==> config.mk <==
export PLATFORM = sky130hd
export DESIGN_NAME = internal_data_memory_map
export DESIGN_NICKNAME = d
export VERILOG_FILES = /design/src/idm_pkg.sv /design/src/mem_port_if.sv /design/src/byte_ram.sv /design/src/access_decode.sv /design/src/internal_data_memory_map.sv
export SDC_FILE = /design/constraint.sdc
export NUM_CORES = 2
export LEC_CHECK = 0
export BUFFER_PORTS_ARGS = -buffer_cell sky130_fd_sc_hd__buf_2
export CAP_MARGIN = 20
export CORE_UTILIZATION = 45
export DETAILED_ROUTE_END_ITERATION = 12
export PLACE_DENSITY = 0.61
export SYNTH_ARGS = -nofsm -noshare
export SYNTH_HDL_FRONTEND = slang
export SYNTH_SLANG_ARGS = --single-unit
export TNS_END_PERCENT = 10
==> constraint.sdc <==
create_clock -name clock -period 33.3 [get_ports clock]
set_clock_uncertainty 0.15 [all_clocks]
set_input_delay 3.33 -clock clock [delete_from_list [all_inputs] [get_ports clock]]
set_output_delay 3.33 -clock clock [all_outputs]
set_load 0.005 [all_outputs]
==> src/idm_pkg.sv <==
/*
 * Shared constants, types and decode helpers for the internal data memory
 * map. Assumes one clock domain and a CPU core on the same clock that
 * issues one access at a time.
 */
package idm_pkg;

    localparam int ADDR_W = 8;
    localparam int DATA_W = 8;
    localparam int MEM_DEPTH = 256;

    localparam logic [7:0] UPPER_LIMIT = 8'h7F;
    localparam logic [7:0] BANK_BASE = 8'h00;
    localparam logic [7:0] BIT_BASE = 8'h20;
    localparam logic [7:0] SP_RESET = 8'h07;
    localparam logic [7:0] PSW_RESET = 8'h00;
    localparam logic [7:0] SP_SFR_ADDR = 8'h81;
    localparam logic [7:0] PSW_SFR_ADDR = 8'hD0;
    localparam logic [7:0] BYTE_ZERO = 8'h00;
    localparam logic [7:0] STEP_ONE = 8'h01;
    localparam int BANK_LO_BIT = 3;
    localparam int BANK_HI_BIT = 4;
    localparam int BIT_ADDR_TOP = 7;

    typedef enum logic [2:0] {
        OP_DIRECT = 3'h0,
        OP_INDIRECT = 3'h1,
        OP_BIT = 3'h2,
        OP_PUSH = 3'h3,
        OP_POP = 3'h4,
        OP_XDATA_PTR = 3'h5,
        OP_XDATA_IND = 3'h6
    } op_e;

    typedef enum logic [4:0] {
        ST_IDLE = 5'h01,
        ST_INDEX = 5'h02,
        ST_ISSUE = 5'h04,
        ST_WAIT = 5'h08,
        ST_SFR = 5'h10
    } state_e;

    // Address of the first or second register of the given bank.
    function automatic logic [7:0] indexRegAddr(input logic [1:0] bank,
                                                input logic sel);
        indexRegAddr = BANK_BASE | {3'h0, bank, 2'h0, sel};
    endfunction : indexRegAddr

    function automatic logic [7:0] bitByteAddr(input logic [7:0] bitAddr);
        bitByteAddr = BIT_BASE + {4'h0, bitAddr[6:3]};
    endfunction : bitByteAddr

    function automatic logic [2:0] bitPos(input logic [7:0] bitAddr);
        bitPos = bitAddr[2:0];
    endfunction : bitPos

endpackage : idm_pkg

==> src/mem_port_if.sv <==
/*
 * Port bundle between the access controller and one byte-wide RAM.
 * Assumes read data appear one clock after an enabled read.
 */
`timescale 1ns/100ps
interface mem_port_if;
    logic en;
    logic we;
    logic [7:0] addr;
    logic [7:0] wdata;
    logic [7:0] rdata;

    modport ctrl (output en, output we, output addr, output wdata,
                  input rdata);
    modport mem (input en, input we, input addr, input wdata,
                 output rdata);
endinterface : mem_port_if

==> src/byte_ram.sv <==
/*
 * Byte-wide single-port RAM of 256 words with registered read data.
 * Assumes the controller drives the port on the same clock; read data
 * hold their value until the next enabled read or a reset, which clears them.
 */
`timescale 1ns/100ps
module byte_ram (
    // Clock and reset
    input wire logic clock,
    input wire logic reset_n,
    // Access port
    mem_port_if.mem port
);
    logic [7:0] store [idm_pkg::MEM_DEPTH];
    logic [7:0] rdata_q;

    always_ff @(posedge clock) begin
        if (port.en && port.we) begin
            store[port.addr] <= port.wdata;
        end
    end

    always_ff @(posedge clock) begin
        if (!reset_n) begin
            rdata_q <= idm_pkg::BYTE_ZERO;
        end else if (port.en && !port.we) begin
            rdata_q <= store[port.addr];
        end
    end

    assign port.rdata = rdata_q;
endmodule : byte_ram

==> src/access_decode.sv <==
/*
 * Combinational classification of one resolved access: which space it
 * targets and at which byte. Assumes the effective address has already
 * been resolved from the pointer, stack pointer or request.
 */
`timescale 1ns/100ps
module access_decode (
    // Access description
    input wire idm_pkg::op_e op,
    input wire logic [7:0] effAddr,
    // Classification
    output logic toSfr,
    output logic toXram,
    output logic refused,
    output logic [7:0] memAddr
);
    always_comb begin
        // Only direct addressing is steered by the address value.
        toSfr = (op == idm_pkg::OP_DIRECT) &&
                (effAddr > idm_pkg::UPPER_LIMIT);
        toXram = (op == idm_pkg::OP_XDATA_PTR) ||
                 (op == idm_pkg::OP_XDATA_IND);
        // Bit addresses above the RAM range name register bits that
        // this block does not own, so they are answered as refused.
        refused = (op == idm_pkg::OP_BIT) &&
                  effAddr[idm_pkg::BIT_ADDR_TOP];
        if (op == idm_pkg::OP_BIT) begin
            memAddr = idm_pkg::bitByteAddr(effAddr);
        end else begin
            memAddr = effAddr;
        end
    end
endmodule : access_decode

==> src/internal_data_memory_map.sv <==
/*
 * Internal data memory map: register banks, bit area, upper RAM versus
 * special function registers, hardware stack and on-chip external RAM.
 * Assumes the CPU core on the same clock issues one access at a time
 * while ready is high and holds only dataPointer into the cycle after the request.
 */
`timescale 1ns/100ps
module internal_data_memory_map (
    // Clock and reset
    input wire logic clock,
    input wire logic reset_n,
    // Access request from the CPU core
    input wire logic reqValid,
    input wire idm_pkg::op_e reqOp,
    input wire logic reqWrite,
    input wire logic [7:0] reqAddr,
    input wire logic reqIndexSel,
    input wire logic [7:0] reqWdata,
    input wire logic reqBit,
    input wire logic [15:0] dataPointer,
    output logic reqReady,
    // Answer to the CPU core
    output logic ansDone,
    output logic [7:0] ansRdata,
    output logic ansBit,
    output logic ansRefused,
    // Special function register space outside this block
    output logic sfrStrobe,
    output logic sfrWrite,
    output logic [7:0] sfrAddr,
    output logic [7:0] sfrWdata,
    input wire logic [7:0] sfrRdata,
    // Status
    output logic [7:0] stackPointer,
    output logic [7:0] programStatusWord,
    output logic [1:0] activeBank
);
    typedef struct packed {
        idm_pkg::state_e st;
        idm_pkg::op_e op;
        logic wr;
        logic [7:0] addr;
        logic idxSel;
        logic [7:0] wdata;
        logic bitVal;
        logic [7:0] tgt;
        logic tgtXram;
        logic [7:0] sp;
        logic [7:0] program_status_word;
        logic ready;
        logic done;
        logic [7:0] rdata;
        logic bitOut;
        logic refused;
        logic sfrStb;
        logic sfrWr;
        logic [7:0] sfrA;
        logic [7:0] sfrWd;
    } state_s;

    localparam state_s RESET_STATE = '{
        st: idm_pkg::ST_IDLE,
        op: idm_pkg::OP_DIRECT,
        wr: 1'b0,
        addr: idm_pkg::BYTE_ZERO,
        idxSel: 1'b0,
        wdata: idm_pkg::BYTE_ZERO,
        bitVal: 1'b0,
        tgt: idm_pkg::BYTE_ZERO,
        tgtXram: 1'b0,
        sp: idm_pkg::SP_RESET,
        program_status_word: idm_pkg::PSW_RESET,
        ready: 1'b1,
        done: 1'b0,
        rdata: idm_pkg::BYTE_ZERO,
        bitOut: 1'b0,
        refused: 1'b0,
        sfrStb: 1'b0,
        sfrWr: 1'b0,
        sfrA: idm_pkg::BYTE_ZERO,
        sfrWd: idm_pkg::BYTE_ZERO
    };

    state_s s_q;
    state_s s_d;

    mem_port_if idram ();
    mem_port_if xram ();

    logic [1:0] bank;
    logic [7:0] effAddr;
    logic [7:0] readByte;
    logic [7:0] modByte;
    logic decSfr;
    logic decXram;
    logic decRefused;
    logic [7:0] decAddr;

    byte_ram u_idram (
        .clock(clock),
        .reset_n(reset_n),
        .port(idram.mem)
    );

    byte_ram u_xram (
        .clock(clock),
        .reset_n(reset_n),
        .port(xram.mem)
    );

    access_decode u_decode (
        .op(s_q.op),
        .effAddr(effAddr),
        .toSfr(decSfr),
        .toXram(decXram),
        .refused(decRefused),
        .memAddr(decAddr)
    );

    // The two bank-select bits pick exactly one bank at any time.
    assign bank = {s_q.program_status_word[idm_pkg::BANK_HI_BIT],
                   s_q.program_status_word[idm_pkg::BANK_LO_BIT]};

    // Resolve the address before classification. Pointer reads issued in
    // the index state are valid here, one cycle later.
    always_comb begin
        unique case (s_q.op)
            idm_pkg::OP_INDIRECT,
            idm_pkg::OP_XDATA_IND: effAddr = idram.rdata;
            // Only the low byte of the data pointer reaches the 256 bytes.
            idm_pkg::OP_XDATA_PTR: effAddr = dataPointer[7:0];
            idm_pkg::OP_PUSH: effAddr = s_q.sp + idm_pkg::STEP_ONE;
            idm_pkg::OP_POP: effAddr = s_q.sp;
            default: effAddr = s_q.addr;
        endcase
    end

    assign readByte = s_q.tgtXram ? xram.rdata : idram.rdata;

    // Read-modify-write keeps the other seven bits of the bit-area byte.
    always_comb begin
        modByte = readByte;
        modByte[idm_pkg::bitPos(s_q.addr)] = s_q.bitVal;
    end

    always_comb begin
        s_d = s_q;
        s_d.done = 1'b0;
        s_d.refused = 1'b0;
        s_d.sfrStb = 1'b0;
        idram.en = 1'b0;
        idram.we = 1'b0;
        idram.addr = idm_pkg::BYTE_ZERO;
        idram.wdata = idm_pkg::BYTE_ZERO;
        xram.en = 1'b0;
        xram.we = 1'b0;
        xram.addr = idm_pkg::BYTE_ZERO;
        xram.wdata = idm_pkg::BYTE_ZERO;
        unique case (s_q.st)
            idm_pkg::ST_IDLE: begin
                if (reqValid) begin
                    s_d.op = reqOp;
                    s_d.wr = reqWrite;
                    s_d.addr = reqAddr;
                    s_d.idxSel = reqIndexSel;
                    s_d.wdata = reqWdata;
                    s_d.bitVal = reqBit;
                    s_d.ready = 1'b0;
                    if (reqOp == idm_pkg::OP_INDIRECT ||
                        reqOp == idm_pkg::OP_XDATA_IND) begin
                        s_d.st = idm_pkg::ST_INDEX;
                    end else begin
                        s_d.st = idm_pkg::ST_ISSUE;
                    end
                end
            end
            idm_pkg::ST_INDEX: begin
                // Fetch the pointer from the active bank's register.
                idram.en = 1'b1;
                idram.addr = idm_pkg::indexRegAddr(bank, s_q.idxSel);
                s_d.st = idm_pkg::ST_ISSUE;
            end
            idm_pkg::ST_ISSUE: begin
                s_d.tgt = decAddr;
                s_d.tgtXram = decXram;
                if (decRefused) begin
                    s_d.done = 1'b1;
                    s_d.refused = 1'b1;
                    s_d.ready = 1'b1;
                    s_d.st = idm_pkg::ST_IDLE;
                end else if (decSfr) begin
                    if (s_q.addr == idm_pkg::SP_SFR_ADDR) begin
                        if (s_q.wr) begin
                            s_d.sp = s_q.wdata;
                        end else begin
                            s_d.rdata = s_q.sp;
                        end
                        s_d.done = 1'b1;
                        s_d.ready = 1'b1;
                        s_d.st = idm_pkg::ST_IDLE;
                    end else if (s_q.addr == idm_pkg::PSW_SFR_ADDR) begin
                        if (s_q.wr) begin
                            s_d.program_status_word = s_q.wdata;
                        end else begin
                            s_d.rdata = s_q.program_status_word;
                        end
                        s_d.done = 1'b1;
                        s_d.ready = 1'b1;
                        s_d.st = idm_pkg::ST_IDLE;
                    end else begin
                        s_d.sfrStb = 1'b1;
                        s_d.sfrWr = s_q.wr;
                        s_d.sfrA = s_q.addr;
                        s_d.sfrWd = s_q.wdata;
                        s_d.st = idm_pkg::ST_SFR;
                    end
                end else if (decXram) begin
                    xram.en = 1'b1;
                    xram.we = s_q.wr;
                    xram.addr = decAddr;
                    xram.wdata = s_q.wdata;
                    if (s_q.wr) begin
                        s_d.done = 1'b1;
                        s_d.ready = 1'b1;
                        s_d.st = idm_pkg::ST_IDLE;
                    end else begin
                        s_d.st = idm_pkg::ST_WAIT;
                    end
                end else begin
                    // Indirect, stack and low direct accesses all land in
                    // the full 256-byte internal RAM.
                    idram.en = 1'b1;
                    idram.addr = decAddr;
                    idram.wdata = s_q.wdata;
                    if (s_q.op == idm_pkg::OP_PUSH) begin
                        idram.we = 1'b1;
                        s_d.sp = effAddr;
                        s_d.done = 1'b1;
                        s_d.ready = 1'b1;
                        s_d.st = idm_pkg::ST_IDLE;
                    end else if (s_q.wr && s_q.op != idm_pkg::OP_BIT &&
                                 s_q.op != idm_pkg::OP_POP) begin
                        idram.we = 1'b1;
                        s_d.done = 1'b1;
                        s_d.ready = 1'b1;
                        s_d.st = idm_pkg::ST_IDLE;
                    end else begin
                        s_d.st = idm_pkg::ST_WAIT;
                    end
                end
            end
            idm_pkg::ST_WAIT: begin
                if (s_q.op == idm_pkg::OP_BIT) begin
                    s_d.bitOut = readByte[idm_pkg::bitPos(s_q.addr)];
                    if (s_q.wr) begin
                        idram.en = 1'b1;
                        idram.we = 1'b1;
                        idram.addr = s_q.tgt;
                        idram.wdata = modByte;
                    end
                end else begin
                    s_d.rdata = readByte;
                end
                if (s_q.op == idm_pkg::OP_POP) begin
                    s_d.sp = s_q.sp - idm_pkg::STEP_ONE;
                end
                s_d.done = 1'b1;
                s_d.ready = 1'b1;
                s_d.st = idm_pkg::ST_IDLE;
            end
            idm_pkg::ST_SFR: begin
                // The outside register space answers in the strobe cycle
                // itself; a slower register would need a wait line.
                s_d.rdata = s_q.sfrWr ? s_q.rdata : sfrRdata;
                s_d.done = 1'b1;
                s_d.ready = 1'b1;
                s_d.st = idm_pkg::ST_IDLE;
            end
            default: begin
                s_d = RESET_STATE;
            end
        endcase
    end

    always_ff @(posedge clock) begin
        if (!reset_n) begin
            s_q <= RESET_STATE;
        end else begin
            s_q <= s_d;
        end
    end

    assign reqReady = s_q.ready;
    assign ansDone = s_q.done;
    assign ansRdata = s_q.rdata;
    assign ansBit = s_q.bitOut;
    assign ansRefused = s_q.refused;
    assign sfrStrobe = s_q.sfrStb;
    assign sfrWrite = s_q.sfrWr;
    assign sfrAddr = s_q.sfrA;
    assign sfrWdata = s_q.sfrWd;
    assign stackPointer = s_q.sp;
    assign programStatusWord = s_q.program_status_word;
    assign activeBank = {s_q.program_status_word[idm_pkg::BANK_HI_BIT],
                         s_q.program_status_word[idm_pkg::BANK_LO_BIT]};
endmodule : internal_data_memory_map

==> metrics.md <==
| Metric | Value |
|---|---|
| Pwr Density | about 60 nW/µm² |
| Setup Buffers After CTS | 0 |
| Count leader, synth | edfxtp_1 |
| HP Class | reg2reg |
| Synth top area share | between 70% and 80% |
| H-tree lvl count | 5 |
| IO Pins | 97 |
| TNS Setup | 0 ns |
| Dpl hpwl | about 270000 µm |
| Initial drt markers | ~14000 |
| Critical path arrival | ~10 ns |
| Initial Utilization | a little under half |
| Period minus WS final | roughly 9.5 ns |
| Largest cells by area after synthesis | edfxtp_1 75%, mux4_2 5.7%, mux2_2 3.2% |
| Drt wl/cell | 31.7 µm |
| Worst hold path depth | 2 |
| Async SR Flop Fraction | 0% |
| Critical Path RT | 33.95 ns |
| Crit start category | primary input |
| Top cells by count, synth | 4096 x edfxtp_1, 628 x nor2_1, 518 x nand2_1 |
| CTS Hold Bufs | 0 |
| Max-slew headroom | approximately 15% |
| Fin area | between 150000 and 200000 µm² |
| Slew Viols, Final | 0 |
| First-pass GRT wire length | about 650000 µm |
| Cells after Synth | 9193 |
| CTS sink cnt | 4194 |
| Syn Nets | 9244 |
| Pleak | 0.0498 µW |
| CP max FO | 96 |
| CP Capture Type | flop |
| Post-synth cell types | 90 |
| Total CTS buffers | 416 |
| CORE AREA | roughly 360000 µm² |
| GPL Wtd Cong | a little under 0.9 |
| Mapped cell area | between 150000 and 200000 µm² |
| CTS tree | built |
| Vias | 91615 |
| Area growth syn-to-layout | 11.6% |
| Antenna violations before repair | 15 |
| Maximum buffer depth of the clock tree | 4 |
| Cell taking the most area after synthesis | edfxtp_1 |
| Register area share after synthesis | between 70% and 80% |
| Setup Viol. Count Final | 0 |
| Via/cell ratio | 6.39 |
| Placed cell areas | roughly 170000 µm² |
| FP Rows | 220 |
| Unrepaired setup endpoints after global routing | false |
| Post-synth EDFFs | approximately 4000 |
| Tcrit/Tclk final | between 20% and 30% |
| Synth Warn # | 0 |
| CTS root buf | clkbuf_16 |
| Register-to-Register Path Depth | 17 |
| Peak Freq | 0.105 GHz |
| Syn_area_per_cell | between 15 and 20 µm² |
| # DRC | 0 |
| Worst-Margin Slew | around 1.3 ns |
| Clk_lat worst skew | 0.98 ns |
| CTS clk-pin slew, worst paths | 0.06 ns |
| Peak supply drop | about 45 µV |
| Gr usage total | between 20 and 25% |
| # fillers | 28794 |
| 1st-pass router iterations | 12 |
| Net count, final | roughly 9300 |
| Number of port buffers | roughly 90 |
| Fin. Hold Viols | 0 |
| Vias in the first global route | around 90000 |
| Status | completed |
| Share of cells above drive strength 1 | around 20% |
| Ys flop type | edfxtp_1 |
| Kind of critical path | in2reg |
| Post-DRT Antenna Nets | 0 |
| Total gr overflow | 0 |
| Quantity of gates resized following cts | 0 |
| Die area | 365000 µm² |
| Max-Cap Viols | 0 |
| Largest net degree at the start of global routing | roughly 190 |
| Total Wirelength | about 460000 µm |
| Die Span X | 605 µm |
| FF+latch count, synth | around 4200 |
| Die height | ~600 µm |
## cells by family after synthesis
group,Yosys count,synth area share (%)
mux,944,9.29
compound gates,1665,7.73
buf+inv,723,2.02
simple gates,1661,4.44
flops,4194,76.5
xor+xnor,4,0.0214
fa+ha+maj,2,0.0153
## final timing paths
kind | slack [ns] | from | endpoint
min reg2reg | 0.30 | sfrAddr[7]$_SDFFE_PN0P_ | sfrAddr[7]$_SDFFE_PN0P_
max | 23.77 | dataPointer[1] | u_xram.port.rdata[7]$_SDFFE_PN0P_
max reg2reg | 24.86 | s_q[75]$_SDFFE_PN0P_ | u_idram.port.rdata[4]$_SDFFE_PN0P_
min | 0.30 | sfrAddr[7]$_SDFFE_PN0P_ | sfrAddr[7]$_SDFFE_PN0P_
## layout by cell type, fill, tap and decap left out, types with 40 or more instances in the layout
master,instances
a221oi_1,48
mux4_2,411
a22oi_1,161
clkbuf_16,424
dfxtp_1,98
edfxtp_1,4096
and3_1,40
clkinv_2,88
o22ai_1,252
clkinv_1,97
buf_2,90
o21ai_0,190
a31oi_1,82
nand2_1,514
nor2_1,615
nand3_1,262
mux2i_1,72
clkbuf_1,92
mux2_2,461
buf_4,213
nand4_1,42
a21oi_1,169
a222oi_1,462
## through the flow
stage | worst slack [ns] | power [µW] | std cells | hold WS [ns] | util, %
floorplan | 19.56 | 6050 | 9193 | 0.276 | -
global placement | 22.79 | 6180 | 13571 | 0.291 | 46.9
detailed placement | 22.96 | 6180 | 13578 | 0.287 | 46.9
CTS | 23.97 | 10700 | 14340 | 0.297 | 50.6
global route | 23.69 | 10900 | 14343 | 0.329 | 50.6
finish | 23.77 | 10600 | 14346 | 0.296 | 50.6
## cell type report
class                   count  area [µm²]  area share (%)
diodes                      4        10.0         0.00549
clock buffers             520       11000            6.04
clock inverters           242        2170            1.19
inverters                  12        45.0          0.0247
multi-input cells        4276       35600            19.5
flip-flops and latches   4194      125000            68.6
well taps                4773        5970            3.28
repair buffers            325        2500            1.37
## registers in the layout, summed over array words and instances (netlist names)
register,cells
s_q,36
ansRdata,8
u_xram.port.rdata,8
reqReady,1
sfrStrobe,1
sfrWrite,1
sfrAddr,8
stackPointer,8
u_idram.port.rdata,8
ansRefused,1
ansBit,1
sfrWdata,8
ansDone,1
u_idram.store,2048
programStatusWord,8
u_xram.store,2048
## layer usage
metal  vias up  part of all wire, %  wire length (µm)  track usage (%)
met5         -               0.0090                41                0
met4         6                  4.8             21700             10.4
met1     47618                   39            176000             32.9
met2      5045                   47            216000             39.2
met3       970                  9.1             41400             4.09
li1      37976                    -                 -                -
## power breakdown
group | leakage, µW | internal, µW | total [µW] | switching [µW]
Sequential | 0.0294 | 5720 | 5750 | 27.0
Combinational | 0.0139 | 94.7 | 328 | 233
Clock | 0.00645 | 2590 | 4570 | 1980
Total | 0.0498 | 8410 | 10600 | 2240
## critical path: stages
cell and delay, ns:
buf_2 0.11, o211ai_1 0.09, a21boi_1 0.35, o31ai_4 0.23
buf_4 0.35, nor2_4 0.45, buf_12 0.55, buf_4 0.62
buf_4 0.70, mux2_2 0.41, a222oi_1 0.48, o22ai_1 0.15
o21ai_0 0.57, a31oi_1 0.48, nor4_2 1.08, a31oi_1 0.18
Note: power is estimated with default switching activity, not from simulation.
